<file path="config.mk">
export PLATFORM = sky130hd
export DESIGN_NAME = hrs_return_stack
export DESIGN_NICKNAME = d
export VERILOG_FILES = /design/src/hrs_pkg.sv /design/src/hrs_return_stack.sv
export VERILOG_INCLUDE_DIRS = /design/src /design/src/src
export SDC_FILE = /design/constraint.sdc
export NUM_CORES = 1
export LEC_CHECK = 0
export BUFFER_PORTS_ARGS = -buffer_cell sky130_fd_sc_hd__buf_2
export CORE_MARGIN = 4
export CORE_UTILIZATION = 50
export CTS_CLUSTER_SIZE = 8
export DETAILED_ROUTE_END_ITERATION = 16
export GPL_ROUTABILITY_DRIVEN = 0
export PLACE_DENSITY = 0.67
export SYNTH_ARGS = -nofsm -noshare
export SYNTH_HDL_FRONTEND = slang
export SYNTH_SLANG_ARGS = --single-unit
</file>
<file path="constraint.sdc">
create_clock -name CLK_SYS -period 6.2 [get_ports CLK_SYS]
set_clock_uncertainty 0.1 [all_clocks]
set_input_delay 0.31 -clock CLK_SYS [delete_from_list [all_inputs] [get_ports CLK_SYS]]
set_output_delay 0.31 -clock CLK_SYS [all_outputs]
set_load 0.03 [all_outputs]
</file>
<file path="src/hrs_params.svh">
// Constants of the hardware return stack
// Function
// - Push: increment pointer, write current program counter into new top entry.
// - Pop: decrement pointer, previous entry becomes top.
// - Software reads and writes top entry via upper, high, low byte registers.
// - Full flag in bit 7 set when stack becomes full or overflows.
// - Underflow flag in bit 6 set when a stack underflow occurs.
// - Bit 5 of the pointer register always reads zero.
// - Bits 4 to 0 hold the pointer; software reads and writes them.
// - Flags stay set until software clears them or power-on reset.
// - With error reset enabled, full or underflow sets flag and requests reset in the same cycle.
// - With error reset disabled, full or underflow sets flag only.
`ifndef HRS_PARAMS_SVH
`define HRS_PARAMS_SVH
`define HRS_PTR_W 5
`define HRS_PC_W 21
`define HRS_DEPTH 31
`define HRS_PTR_MAX 5'h1f
`define HRS_PTR_ZERO 5'h00
`define HRS_PTR_ONE 5'h01
`define HRS_ADR_PTR 4'h0
`define HRS_ADR_TOPL 4'h1
`define HRS_ADR_TOPH 4'h2
`define HRS_ADR_TOPU 4'h3
`define HRS_ADR_ISTAT 4'h4
`define HRS_ADR_IMASK 4'h5
`define HRS_ADR_CFG 4'h6
`define HRS_BIT_FULL 7
`define HRS_BIT_UNF 6
`define HRS_BIT_PUSH 0
`define HRS_BIT_POP 1
`define HRS_BIT_ENA 0
`define HRS_UPPER_W 5
`endif

</file>
<file path="src/hrs_pkg.sv">
// Types of the hardware return stack
package hrs_pkg;
    typedef struct packed {
        logic push;
        logic pop;
        logic [20:0] pc;
    } hrs_core_s;
    typedef struct packed {
        logic cyc;
        logic stb;
        logic we;
        logic [3:0] sel;
        logic [5:2] adr;
        logic [31:0] dat;
    } hrs_wb_req_s;
endpackage

</file>
<file path="src/hrs_return_stack.sv">
// Return address stack with Wishbone register access
`timescale 1ns/100ps
`include "hrs_params.svh"
module hrs_return_stack (
    input wire logic CLK_SYS,
    input wire logic RESET,
    input wire hrs_pkg::hrs_core_s CORE_IN,
    input wire logic STACK_ERROR_RESET_ENABLE,
    input wire hrs_pkg::hrs_wb_req_s WB_REQ,
    output logic [31:0] WB_DAT_O,
    output logic WB_ACK_O,
    output logic [20:0] TOP_STACK_ENTRY,
    output logic STACK_RESET_REQ,
    output logic IRQ
);
    import hrs_pkg::*;

    logic [`HRS_PC_W-1:0] mem_q [1:`HRS_DEPTH];
    logic [`HRS_PTR_W-1:0] ptr_q;
    logic full_q;
    logic unf_q;
    logic [1:0] ist_q;
    logic [1:0] imask_q;
    logic ack_q;
    logic [31:0] rdat_q;
    logic rst_req_q;
    logic irq_q;
    logic [`HRS_PC_W-1:0] top_q;

    logic acc;
    logic wr;
    logic at_max;
    logic at_zero;
    logic do_push;
    logic do_pop;
    logic ev_full;
    logic ev_unf;
    logic [`HRS_PC_W-1:0] top_rd;

    function automatic logic hit(input logic [3:0] a, input logic [3:0] r);
        hit = (a == r);
    endfunction

    assign acc = WB_REQ.cyc && WB_REQ.stb && !ack_q;
    assign wr = acc && WB_REQ.we && WB_REQ.sel[0];
    assign at_max = (ptr_q == `HRS_PTR_MAX);
    assign at_zero = (ptr_q == `HRS_PTR_ZERO);
    assign do_push = CORE_IN.push;
    assign do_pop = CORE_IN.pop && !CORE_IN.push;
    // Full when the push lands in the last slot, or beyond it
    assign ev_full = do_push &&
        (at_max || ptr_q == `HRS_PTR_MAX - `HRS_PTR_ONE);
    assign ev_unf = do_pop && at_zero;
    assign top_rd = at_zero ? '0 : mem_q[ptr_q];

    // Pointer
    always_ff @(posedge CLK_SYS or posedge RESET) begin
        if (RESET) begin
            ptr_q <= `HRS_PTR_ZERO;
        end else if (do_push && !at_max) begin
            ptr_q <= ptr_q + `HRS_PTR_ONE;
        end else if (do_pop && !at_zero) begin
            ptr_q <= ptr_q - `HRS_PTR_ONE;
        end else if (wr && hit(WB_REQ.adr, `HRS_ADR_PTR) &&
                !CORE_IN.push && !CORE_IN.pop) begin
            // Core operation at a limit outranks a software move
            ptr_q <= WB_REQ.dat[`HRS_PTR_W-1:0];
        end
    end

    // Entry storage, no reset needed
    always_ff @(posedge CLK_SYS) begin
        if (do_push && !at_max) begin
            mem_q[ptr_q + `HRS_PTR_ONE] <= CORE_IN.pc;
        end else if (wr && !at_zero && !do_pop) begin
            if (hit(WB_REQ.adr, `HRS_ADR_TOPL)) begin
                mem_q[ptr_q][7:0] <= WB_REQ.dat[7:0];
            end else if (hit(WB_REQ.adr, `HRS_ADR_TOPH)) begin
                mem_q[ptr_q][15:8] <= WB_REQ.dat[7:0];
            end else if (hit(WB_REQ.adr, `HRS_ADR_TOPU)) begin
                mem_q[ptr_q][20:16] <=
                    WB_REQ.dat[`HRS_UPPER_W-1:0];
            end
        end
    end

    // Sticky flags: set wins over software clear
    always_ff @(posedge CLK_SYS or posedge RESET) begin
        if (RESET) begin
            full_q <= 1'b0;
            unf_q <= 1'b0;
        end else begin
            if (ev_full) begin
                full_q <= 1'b1;
            end else if (wr && hit(WB_REQ.adr, `HRS_ADR_PTR) &&
                    !WB_REQ.dat[`HRS_BIT_FULL]) begin
                full_q <= 1'b0;
            end
            if (ev_unf) begin
                unf_q <= 1'b1;
            end else if (wr && hit(WB_REQ.adr, `HRS_ADR_PTR) &&
                    !WB_REQ.dat[`HRS_BIT_UNF]) begin
                unf_q <= 1'b0;
            end
        end
    end

    // Reset request pulses for one cycle, in the same cycle the flag sets
    always_ff @(posedge CLK_SYS or posedge RESET) begin
        if (RESET) begin
            rst_req_q <= 1'b0;
        end else begin
            rst_req_q <= STACK_ERROR_RESET_ENABLE &&
                (ev_full || ev_unf);
        end
    end

    // Interrupt status, write one to clear
    always_ff @(posedge CLK_SYS or posedge RESET) begin
        if (RESET) begin
            ist_q <= 2'h0;
            imask_q <= 2'h0;
        end else begin
            for (int i = 0; i < 2; i++) begin
                if ((i == 0) ? ev_full : ev_unf) begin
                    ist_q[i] <= 1'b1;
                end else if (wr && hit(WB_REQ.adr, `HRS_ADR_ISTAT) &&
                        WB_REQ.dat[i]) begin
                    ist_q[i] <= 1'b0;
                end
            end
            if (wr && hit(WB_REQ.adr, `HRS_ADR_IMASK)) begin
                imask_q <= WB_REQ.dat[1:0];
            end
        end
    end

    always_ff @(posedge CLK_SYS or posedge RESET) begin
        if (RESET) begin
            irq_q <= 1'b0;
            top_q <= '0;
        end else begin
            irq_q <= |(ist_q & imask_q);
            top_q <= top_rd;
        end
    end

    // Bus answer, one cycle after the request
    always_ff @(posedge CLK_SYS or posedge RESET) begin
        if (RESET) begin
            ack_q <= 1'b0;
            rdat_q <= 32'h0000_0000;
        end else begin
            ack_q <= acc;
            rdat_q <= 32'h0000_0000;
            if (acc && !WB_REQ.we) begin
                case (WB_REQ.adr)
                    `HRS_ADR_PTR: begin
                        // Bit 5 stays zero
                        rdat_q[7:0] <= {full_q, unf_q, 1'b0,
                            ptr_q};
                    end
                    `HRS_ADR_TOPL: begin
                        rdat_q[7:0] <= top_rd[7:0];
                    end
                    `HRS_ADR_TOPH: begin
                        rdat_q[7:0] <= top_rd[15:8];
                    end
                    `HRS_ADR_TOPU: begin
                        rdat_q[4:0] <= top_rd[20:16];
                    end
                    `HRS_ADR_ISTAT: begin
                        rdat_q[1:0] <= ist_q;
                    end
                    `HRS_ADR_IMASK: begin
                        rdat_q[1:0] <= imask_q;
                    end
                    `HRS_ADR_CFG: begin
                        rdat_q[`HRS_BIT_ENA] <= STACK_ERROR_RESET_ENABLE;
                    end
                    default: begin
                        rdat_q <= 32'h0000_0000;
                    end
                endcase
            end
        end
    end

    assign WB_DAT_O = rdat_q;
    assign WB_ACK_O = ack_q;
    assign TOP_STACK_ENTRY = top_q;
    assign STACK_RESET_REQ = rst_req_q;
    assign IRQ = irq_q;
endmodule

</file>
==> results of run 1 <==
[cell families (layout without fill, tap and decap cells)]
group,count (synthesis),count (layout),share of synthesized area
flops,694,694,0.736
simple gates,330,330,0.0548
mux,219,219,0.137
compound gates,174,174,0.0444
buf+inv,119,276,0.0241
xor+xnor,6,6,0.00187
fa+ha+maj,5,5,0.00223
other cells,1,26,0.000134
[path summary, 6_finish.rpt]
kind                                 startpoint                            to  slack [ns]  depth (start not counted)
setup / recovery           ptr_q[0]$_DFFE_PP0P_       mem_q[10][19]$_DFFE_PP_        1.23                          9
hold / removal                        WB_REQ[6]             unf_q$_DFFE_PP0P_        0.05                          3
setup reg to reg           ptr_q[0]$_DFFE_PP0P_       mem_q[10][19]$_DFFE_PP_        1.23                          9
hold reg to reg              full_q$_DFFE_PP0P_            full_q$_DFFE_PP0P_        0.41                          2
max in group asynchronous                 RESET          ptr_q[1]$_DFFE_PP0P_        4.91                          3
min in group asynchronous                 RESET  TOP_STACK_ENTRY[4]$_DFF_PP0_        0.38                          3
[placed cells by master (no fill, tap or decap), drive strengths merged, types with 34 or more instances in the layout]
cell type and count:
nand2 95, buf 124, clkbuf 127, nor2 91
mux2i 74, dfrtp 43, mux4 130, edfxtp 651
nor3 55, a22oi 34
[layer usage]
| metal | track usage | up-vias |
|---|---|---|
| met3 | 0.0434 | 123 |
| li1 | - | 6473 |
| met4 | 0.0797 | 0 |
| met5 | 0 | - |
| met1 | 0.348 | 7959 |
| met2 | 0.345 | 839 |
[state kept, by name (all words and copies together) (netlist names)]
name / flops
imask_q: 2
WB_ACK_O: 1
ist_q: 2
full_q: 1
unf_q: 1
mem_q: 651
ptr_q: 5
IRQ: 1
WB_DAT_O: 8
TOP_STACK_ENTRY: 21
STACK_RESET_REQ: 1
[layout make-up]
type	instances	share of cell area
Sequential cell	694	0.646
Multi-Input combinational cell	758	0.214
Clock buffer	127	0.0809
Tap cell	748	0.0293
Timing Repair Buffer	137	0.0279
Clock inverter	4	0.000940
Inverter	8	0.000940
Antenna cell	2	0.000157
[repair_timing]
action,4_1_cts,5_1_grt
gates resized for setup,0,0
endpoints found under the hold margin,53,0
hold buffers,13,0
[worst max-delay path: cells and delay by family (launching register included)]
kind | cells | cell delay (ns)
AO/OA/AOI/OAI | 1 | 0.59
adder cells (fa/ha/maj) | 2 | 0.58
buffers and inverters | 1 | 0.44
flip-flops | 1 | 0.70
AND/OR/NAND/NOR | 5 | 2.16
[power groups by stage]
stage	logic, mW	clock network, mW	registers (mW)
after floorplan	3.13	0	5.97
after global placement	4.69	0	5.98
after detailed placement	4.72	0	6.01
after CTS	4.74	4.71	5.92
after global routing	4.98	4.92	5.96
final	4.77	4.65	5.92
==> run_results.csv, run 1 <==
group,metric,value,unit
outcome,status,"completed",
place,dp_slack,1.28,ns
drt,drt-met1-wl,28800,um
place,io_buffers,73,
layout,fillers,4107,
die,initial_utilization,0.507,
die,die_h,245,um
critical_path,crit_path_max_fanout,28,
timing,tns,0,ns
drt,ant_nets,0,
timing,drv_slew,0,
synthesis,synth_top_area_cell,"edfxtp_1",
timing,period_minus_slack,4.97,ns
timing,holdWs,0.0461,ns
clocking,clock-root-buffer,"clkbuf_16",
drt,drt_iter0_drc,1789,
grt,grt_max_degree,110,
timing,hold_viol_final,0,
pwr,p_int,10.2,mW
grt,grt.overflow.total,0,
critical_path,crit_path_frequent_cell,"ha_1",
clocking,cts_tree,"done",
critical_path,cpPeakStageDelay,0.72,ns
synthesis,synth_cell_types,60,
synthesis,yosys-top-cells-count,"651 x edfxtp_1, 130 x mux4_2, 95 x nand2_1, 90 x nor2_1, 74 x mux2i_1",
drt,wl_met2,31500,um
die,dieArea,59900,um2
clocking,cts_buffer_depth,3,
timing,worst_slew_pin_slew,1.20,ns
clocking,h-tree-depth,3,
pwr,switching_share,0.336,
timing,final_min_period_over_clock_period,0.802,
grt,grt_antenna_before_repair,0,
pwr,pwr-share-comb,0.311,
clocking,clk_latency,0.63,ns
timing,max_freq,201,MHz
timing,setup_violations,0,
drt,wl_met3,6620,um
critical_path,critPathCaptureType,"flip-flop",
layout,final_nets,1769,
layout,area_growth,13.9,%
clocking,path_clk_slew,0.06,ns
die,io_pins,125,
clocking,cts-buffers-inserted,96,
grt,grt_pass1_vias,15300,
critical_path,worstPathCellList,"ha_1 > and3_1 > ha_1 > nor2b_1 > or3_1 > or2_1 > a31oi_2 > buf_4 > nor3_1",
timing,slew_headroom,0.200,
synthesis,synth_edf_count,651,
clocking,cts_setup_buffers,0,
synthesis,synth_area_leaders,"edfxtp_1 70%, mux4_2 10%, dfrtp_1 3.8%, mux2i_1 2.6%, nand2_1 1.3%",
die,core-area,55300,um2
layout,final_layout_size_suffix_gt1_frac,0.227,
critical_path,setup.worst_path.class,"flip-flop to flip-flop",
timing,rsz0062_at_grt,"false",
layout,stdcell_area,31900,um2
drt,routed.top_layer,"met4",
synthesis,yosysTopAreaCellShare,0.697,
layout,stdcell_count,2478,
critical_path,critical-path-slowest-cell,"nor3_1",
grt,grt_use_total,0.231,
place,placed_cells,2332,
synthesis,synth_warnings,0,
synthesis,ys_async_sr_fraction,0.0620,
synthesis,synthFlopType,"edfxtp_1",
clocking,clkSinkCount,694,
timing,final.setup.worst_slack,1.23,ns
synthesis,ys_seq_elements,694,
drt,totalWireLength,69000,um
pwr,pwr-share-clk,0.303,
die,die_w,245,um
critical_path,critPathLaunchType,"flip-flop",
pwr,seq_power_share,0.386,
synthesis,synthCells,1548,
job,maxCapViolCount,0,
grt,grt_pass1_wl,102000,um
layout,multi_input_area,6830,um2
pwr,vdd_ir_drop_max,0.261,mV
worst_hold_path,hold_class,"primary input to flip-flop",
drt,first_pass_iters,6,
drt,drc,0,
critical_path,arrival,5.12,ns
critical_path,required,6.34,ns
synthesis,postSynthAreaPerCell,18.1,um2
drt,vias_per_cell,6.21,
pwr,p_sw,5.16,mW
synthesis,syn-cell-area,28000,um2
pwr,p_total,15.3,mW
pwr,p_leak,10.7,nW
pwr,power_density,480,nW/um2
drt,routedWlPerCell,27.8,um
synthesis,yosysSeqAreaShare,0.736,
place,dp_hpwl,43900,um
layout,seqCellArea,20600,um2
drt,route.vias.total,15400,
die,rows,86,
place,placed_area,29200,um2
layout,final_util,0.577,
synthesis,yosysMostFrequentCell,"edfxtp_1",
Note: power is estimated with default switching activity, not from simulation.
==> inputs of run 2 (changes only) <==
--- a/config.mk
+++ b/config.mk
@@ -12,7 +12,7 @@
 export CTS_CLUSTER_SIZE = 8
 export DETAILED_ROUTE_END_ITERATION = 16
 export GPL_ROUTABILITY_DRIVEN = 0
-export PLACE_DENSITY = 0.67
+export PLACE_DENSITY = 0.69
 export SYNTH_ARGS = -nofsm -noshare
 export SYNTH_HDL_FRONTEND = slang
 export SYNTH_SLANG_ARGS = --single-unit
==> constraint.sdc (replaced) <==
create_clock -name CLK_SYS -period 4.5 [get_ports CLK_SYS]
set_clock_uncertainty 0.1 [all_clocks]
set_input_delay 0.225 -clock CLK_SYS [delete_from_list [all_inputs] [get_ports CLK_SYS]]
set_output_delay 0.225 -clock CLK_SYS [all_outputs]
set_load 0.03 [all_outputs]
==> run_results.csv, run 2 (synthesis results as in run 1) <==
group,metric,value,unit
timing,worst_slew_pin_slew,1.23,ns
place,io_buffers,73,
clocking,path_clk_slew,0.05,ns
drt,drt_iter0_drc,1720,
layout,largest_reg_flops,651,
die,die_w,245,um
clocking,clkSinkCount,694,
critical_path,crit_path_max_fanout,123,
critical_path,critPathCaptureType,"flip-flop",
pwr,power_density,656,nW/um2
drt,routedWlPerCell,27.4,um
timing,setup_violations,0,
pwr,switching_share,0.334,
die,initial_utilization,0.507,
clocking,cts_tree,"done",
pwr,p_leak,11.2,nW
layout,layout_commonest_cell,"edfxtp_1",
clocking,cts-buffers-inserted,96,
critical_path,setup.worst_path.class,"flip-flop to flip-flop",
critical_path,ff2ff_path_depth,9,
layout,final_layout_size_suffix_gt1_frac,0.255,
place,dp_hpwl,44600,um
grt,grt_pass1_vias,16000,
timing,holdWs,0.0432,ns
timing,final_min_period_over_clock_period,0.980,
pwr,pwr-share-comb,0.326,
layout,seqCellArea,20600,um2
die,rows,86,
worst_hold_path,hold_class,"primary input to flip-flop",
drt,totalWireLength,70200,um
timing,period_minus_slack,4.41,ns
place,placed_area,29700,um2
layout,fillers,4020,
drt,vias_per_cell,6.13,
clocking,clock-root-buffer,"clkbuf_16",
place,dp_slack,0.429,ns
timing,drv_slew,0,
drt,drc,0,
clocking,cts_buffer_depth,3,
die,dieArea,59900,um2
timing,rsz0062_at_grt,"false",
layout,final_nets,1851,
drt,first_pass_iters,5,
critical_path,required,4.95,ns
grt,grt.overflow.total,0,
layout,final_cell_mix,"651 x edfxtp_1, 130 x mux4_2, 114 x buf_4",
timing,final.setup.worst_slack,0.0904,ns
pwr,pwr-share-clk,0.302,
critical_path,critPathLaunchType,"flip-flop",
outcome,status,"completed",
clocking,h-tree-depth,3,
drt,ant_nets,0,
die,core-area,55300,um2
grt,grt_max_degree,124,
drt,route.vias.total,15700,
die,io_pins,125,
layout,area_growth,16.5,%
layout,top_register,"mem_q",
clocking,clk_latency,0.62,ns
die,die_h,245,um
timing,slew_headroom,0.173,
timing,hold_viol_final,0,
layout,multi_input_area,6840,um2
grt,grt_use_total,0.237,
pwr,vdd_ir_drop_max,0.546,mV
critical_path,arrival,4.86,ns
grt,grt_antenna_before_repair,2,
grt,grt_pass1_wl,105000,um
job,maxCapViolCount,0,
pwr,p_sw,7.17,mW
timing,max_freq,227,MHz
pwr,p_int,14.3,mW
pwr,seq_power_share,0.372,
worst_hold_path,holdPathStages,3,
clocking,cts_setup_buffers,0,
layout,stdcell_area,32700,um2
timing,tns,0,ns
==> run 2: cell count changes in the layout (fill, tap and decap cells not counted), sizes merged <==
| cell | change |
|---|---|
| inv | -2 |
| clkbuf | +1 |
| dlygate4sd3 | +16 |
| buf | +66 |
==> run 2: metal layers <==
| layer | vias up | global-route usage | wire [um] |
|---|---|---|---|
| met4 | 2 | 0.0888 | 2230 |
| met2 | 880 | 0.354 | 32200 |
| met5 | - | 0 | 11 |
| met3 | 139 | 0.0781 | 8420 |
| li1 | 6633 | - | - |
| met1 | 8037 | 0.331 | 27300 |
==> run 2: worst paths after layout <==
path | slack (ns) | endpoint | startpoint
hold reg to reg | 0.43 | WB_DAT_O[6]$_DFF_PP0_ | unf_q$_DFFE_PP0P_
min in group asynchronous | 0.29 | WB_DAT_O[2]$_DFF_PP0_ | RESET
setup / recovery | 0.09 | WB_DAT_O[1]$_DFF_PP0_ | ptr_q[1]$_DFFE_PP0P_
max in group asynchronous | 3.30 | ptr_q[3]$_DFFE_PP0P_ | RESET
setup reg to reg | 0.09 | WB_DAT_O[1]$_DFF_PP0_ | ptr_q[1]$_DFFE_PP0P_
hold / removal | 0.04 | WB_DAT_O[4]$_DFF_PP0_ | WB_REQ[32]
==> run 2: power by group through the flow <==
stage / registers [mW] / logic [mW] / clock network (mW)
after floorplan: 8.22 / 4.31 / 0
after global placement: 8.06 / 6.78 / 0
after detailed placement: 8.10 / 6.83 / 0
after CTS: 7.98 / 6.90 / 6.56
after global routing: 8.03 / 7.36 / 6.85
final: 7.98 / 6.99 / 6.47
==> run 2: per-stage QoR <==
step	util	power, mW	instances
CTS	0.590	21.5	2557
floorplan	-	12.5	1571
finish	0.591	21.4	2559
detailed placement	0.537	14.9	2398
global route	0.590	22.2	2557
global placement	0.537	14.8	2398
==> run 2: repair_timing <==
action / in CTS / in global routing
hold endpoints to repair: 62 / 0
hold buffers: 29 / 0
setup endpoints to repair: 0 / 2
resized for setup: 0 / 1
==> run 2: critical path, cell delays in order (launching register included) <==
cell	delay, ns
dfrtp_4	0.40
buf_4	0.25
buf_12	0.49
nand3b_1	0.62
o22ai_1	0.43
a211oi_1	0.09
a22oi_1	0.68
a22oi_1	0.24
a221oi_1	0.26
dlygate4sd3_1	0.57
==> run 2: area by class of cell <==
class                      count  area share
multi-input combinational    758       0.209
antenna                        2    0.000153
clock buffer                 128      0.0805
inverter                       8    0.000919
sequential                   694       0.632
clock inverter                 2    0.000728
tap                          748      0.0287
timing repair buffer         219      0.0478
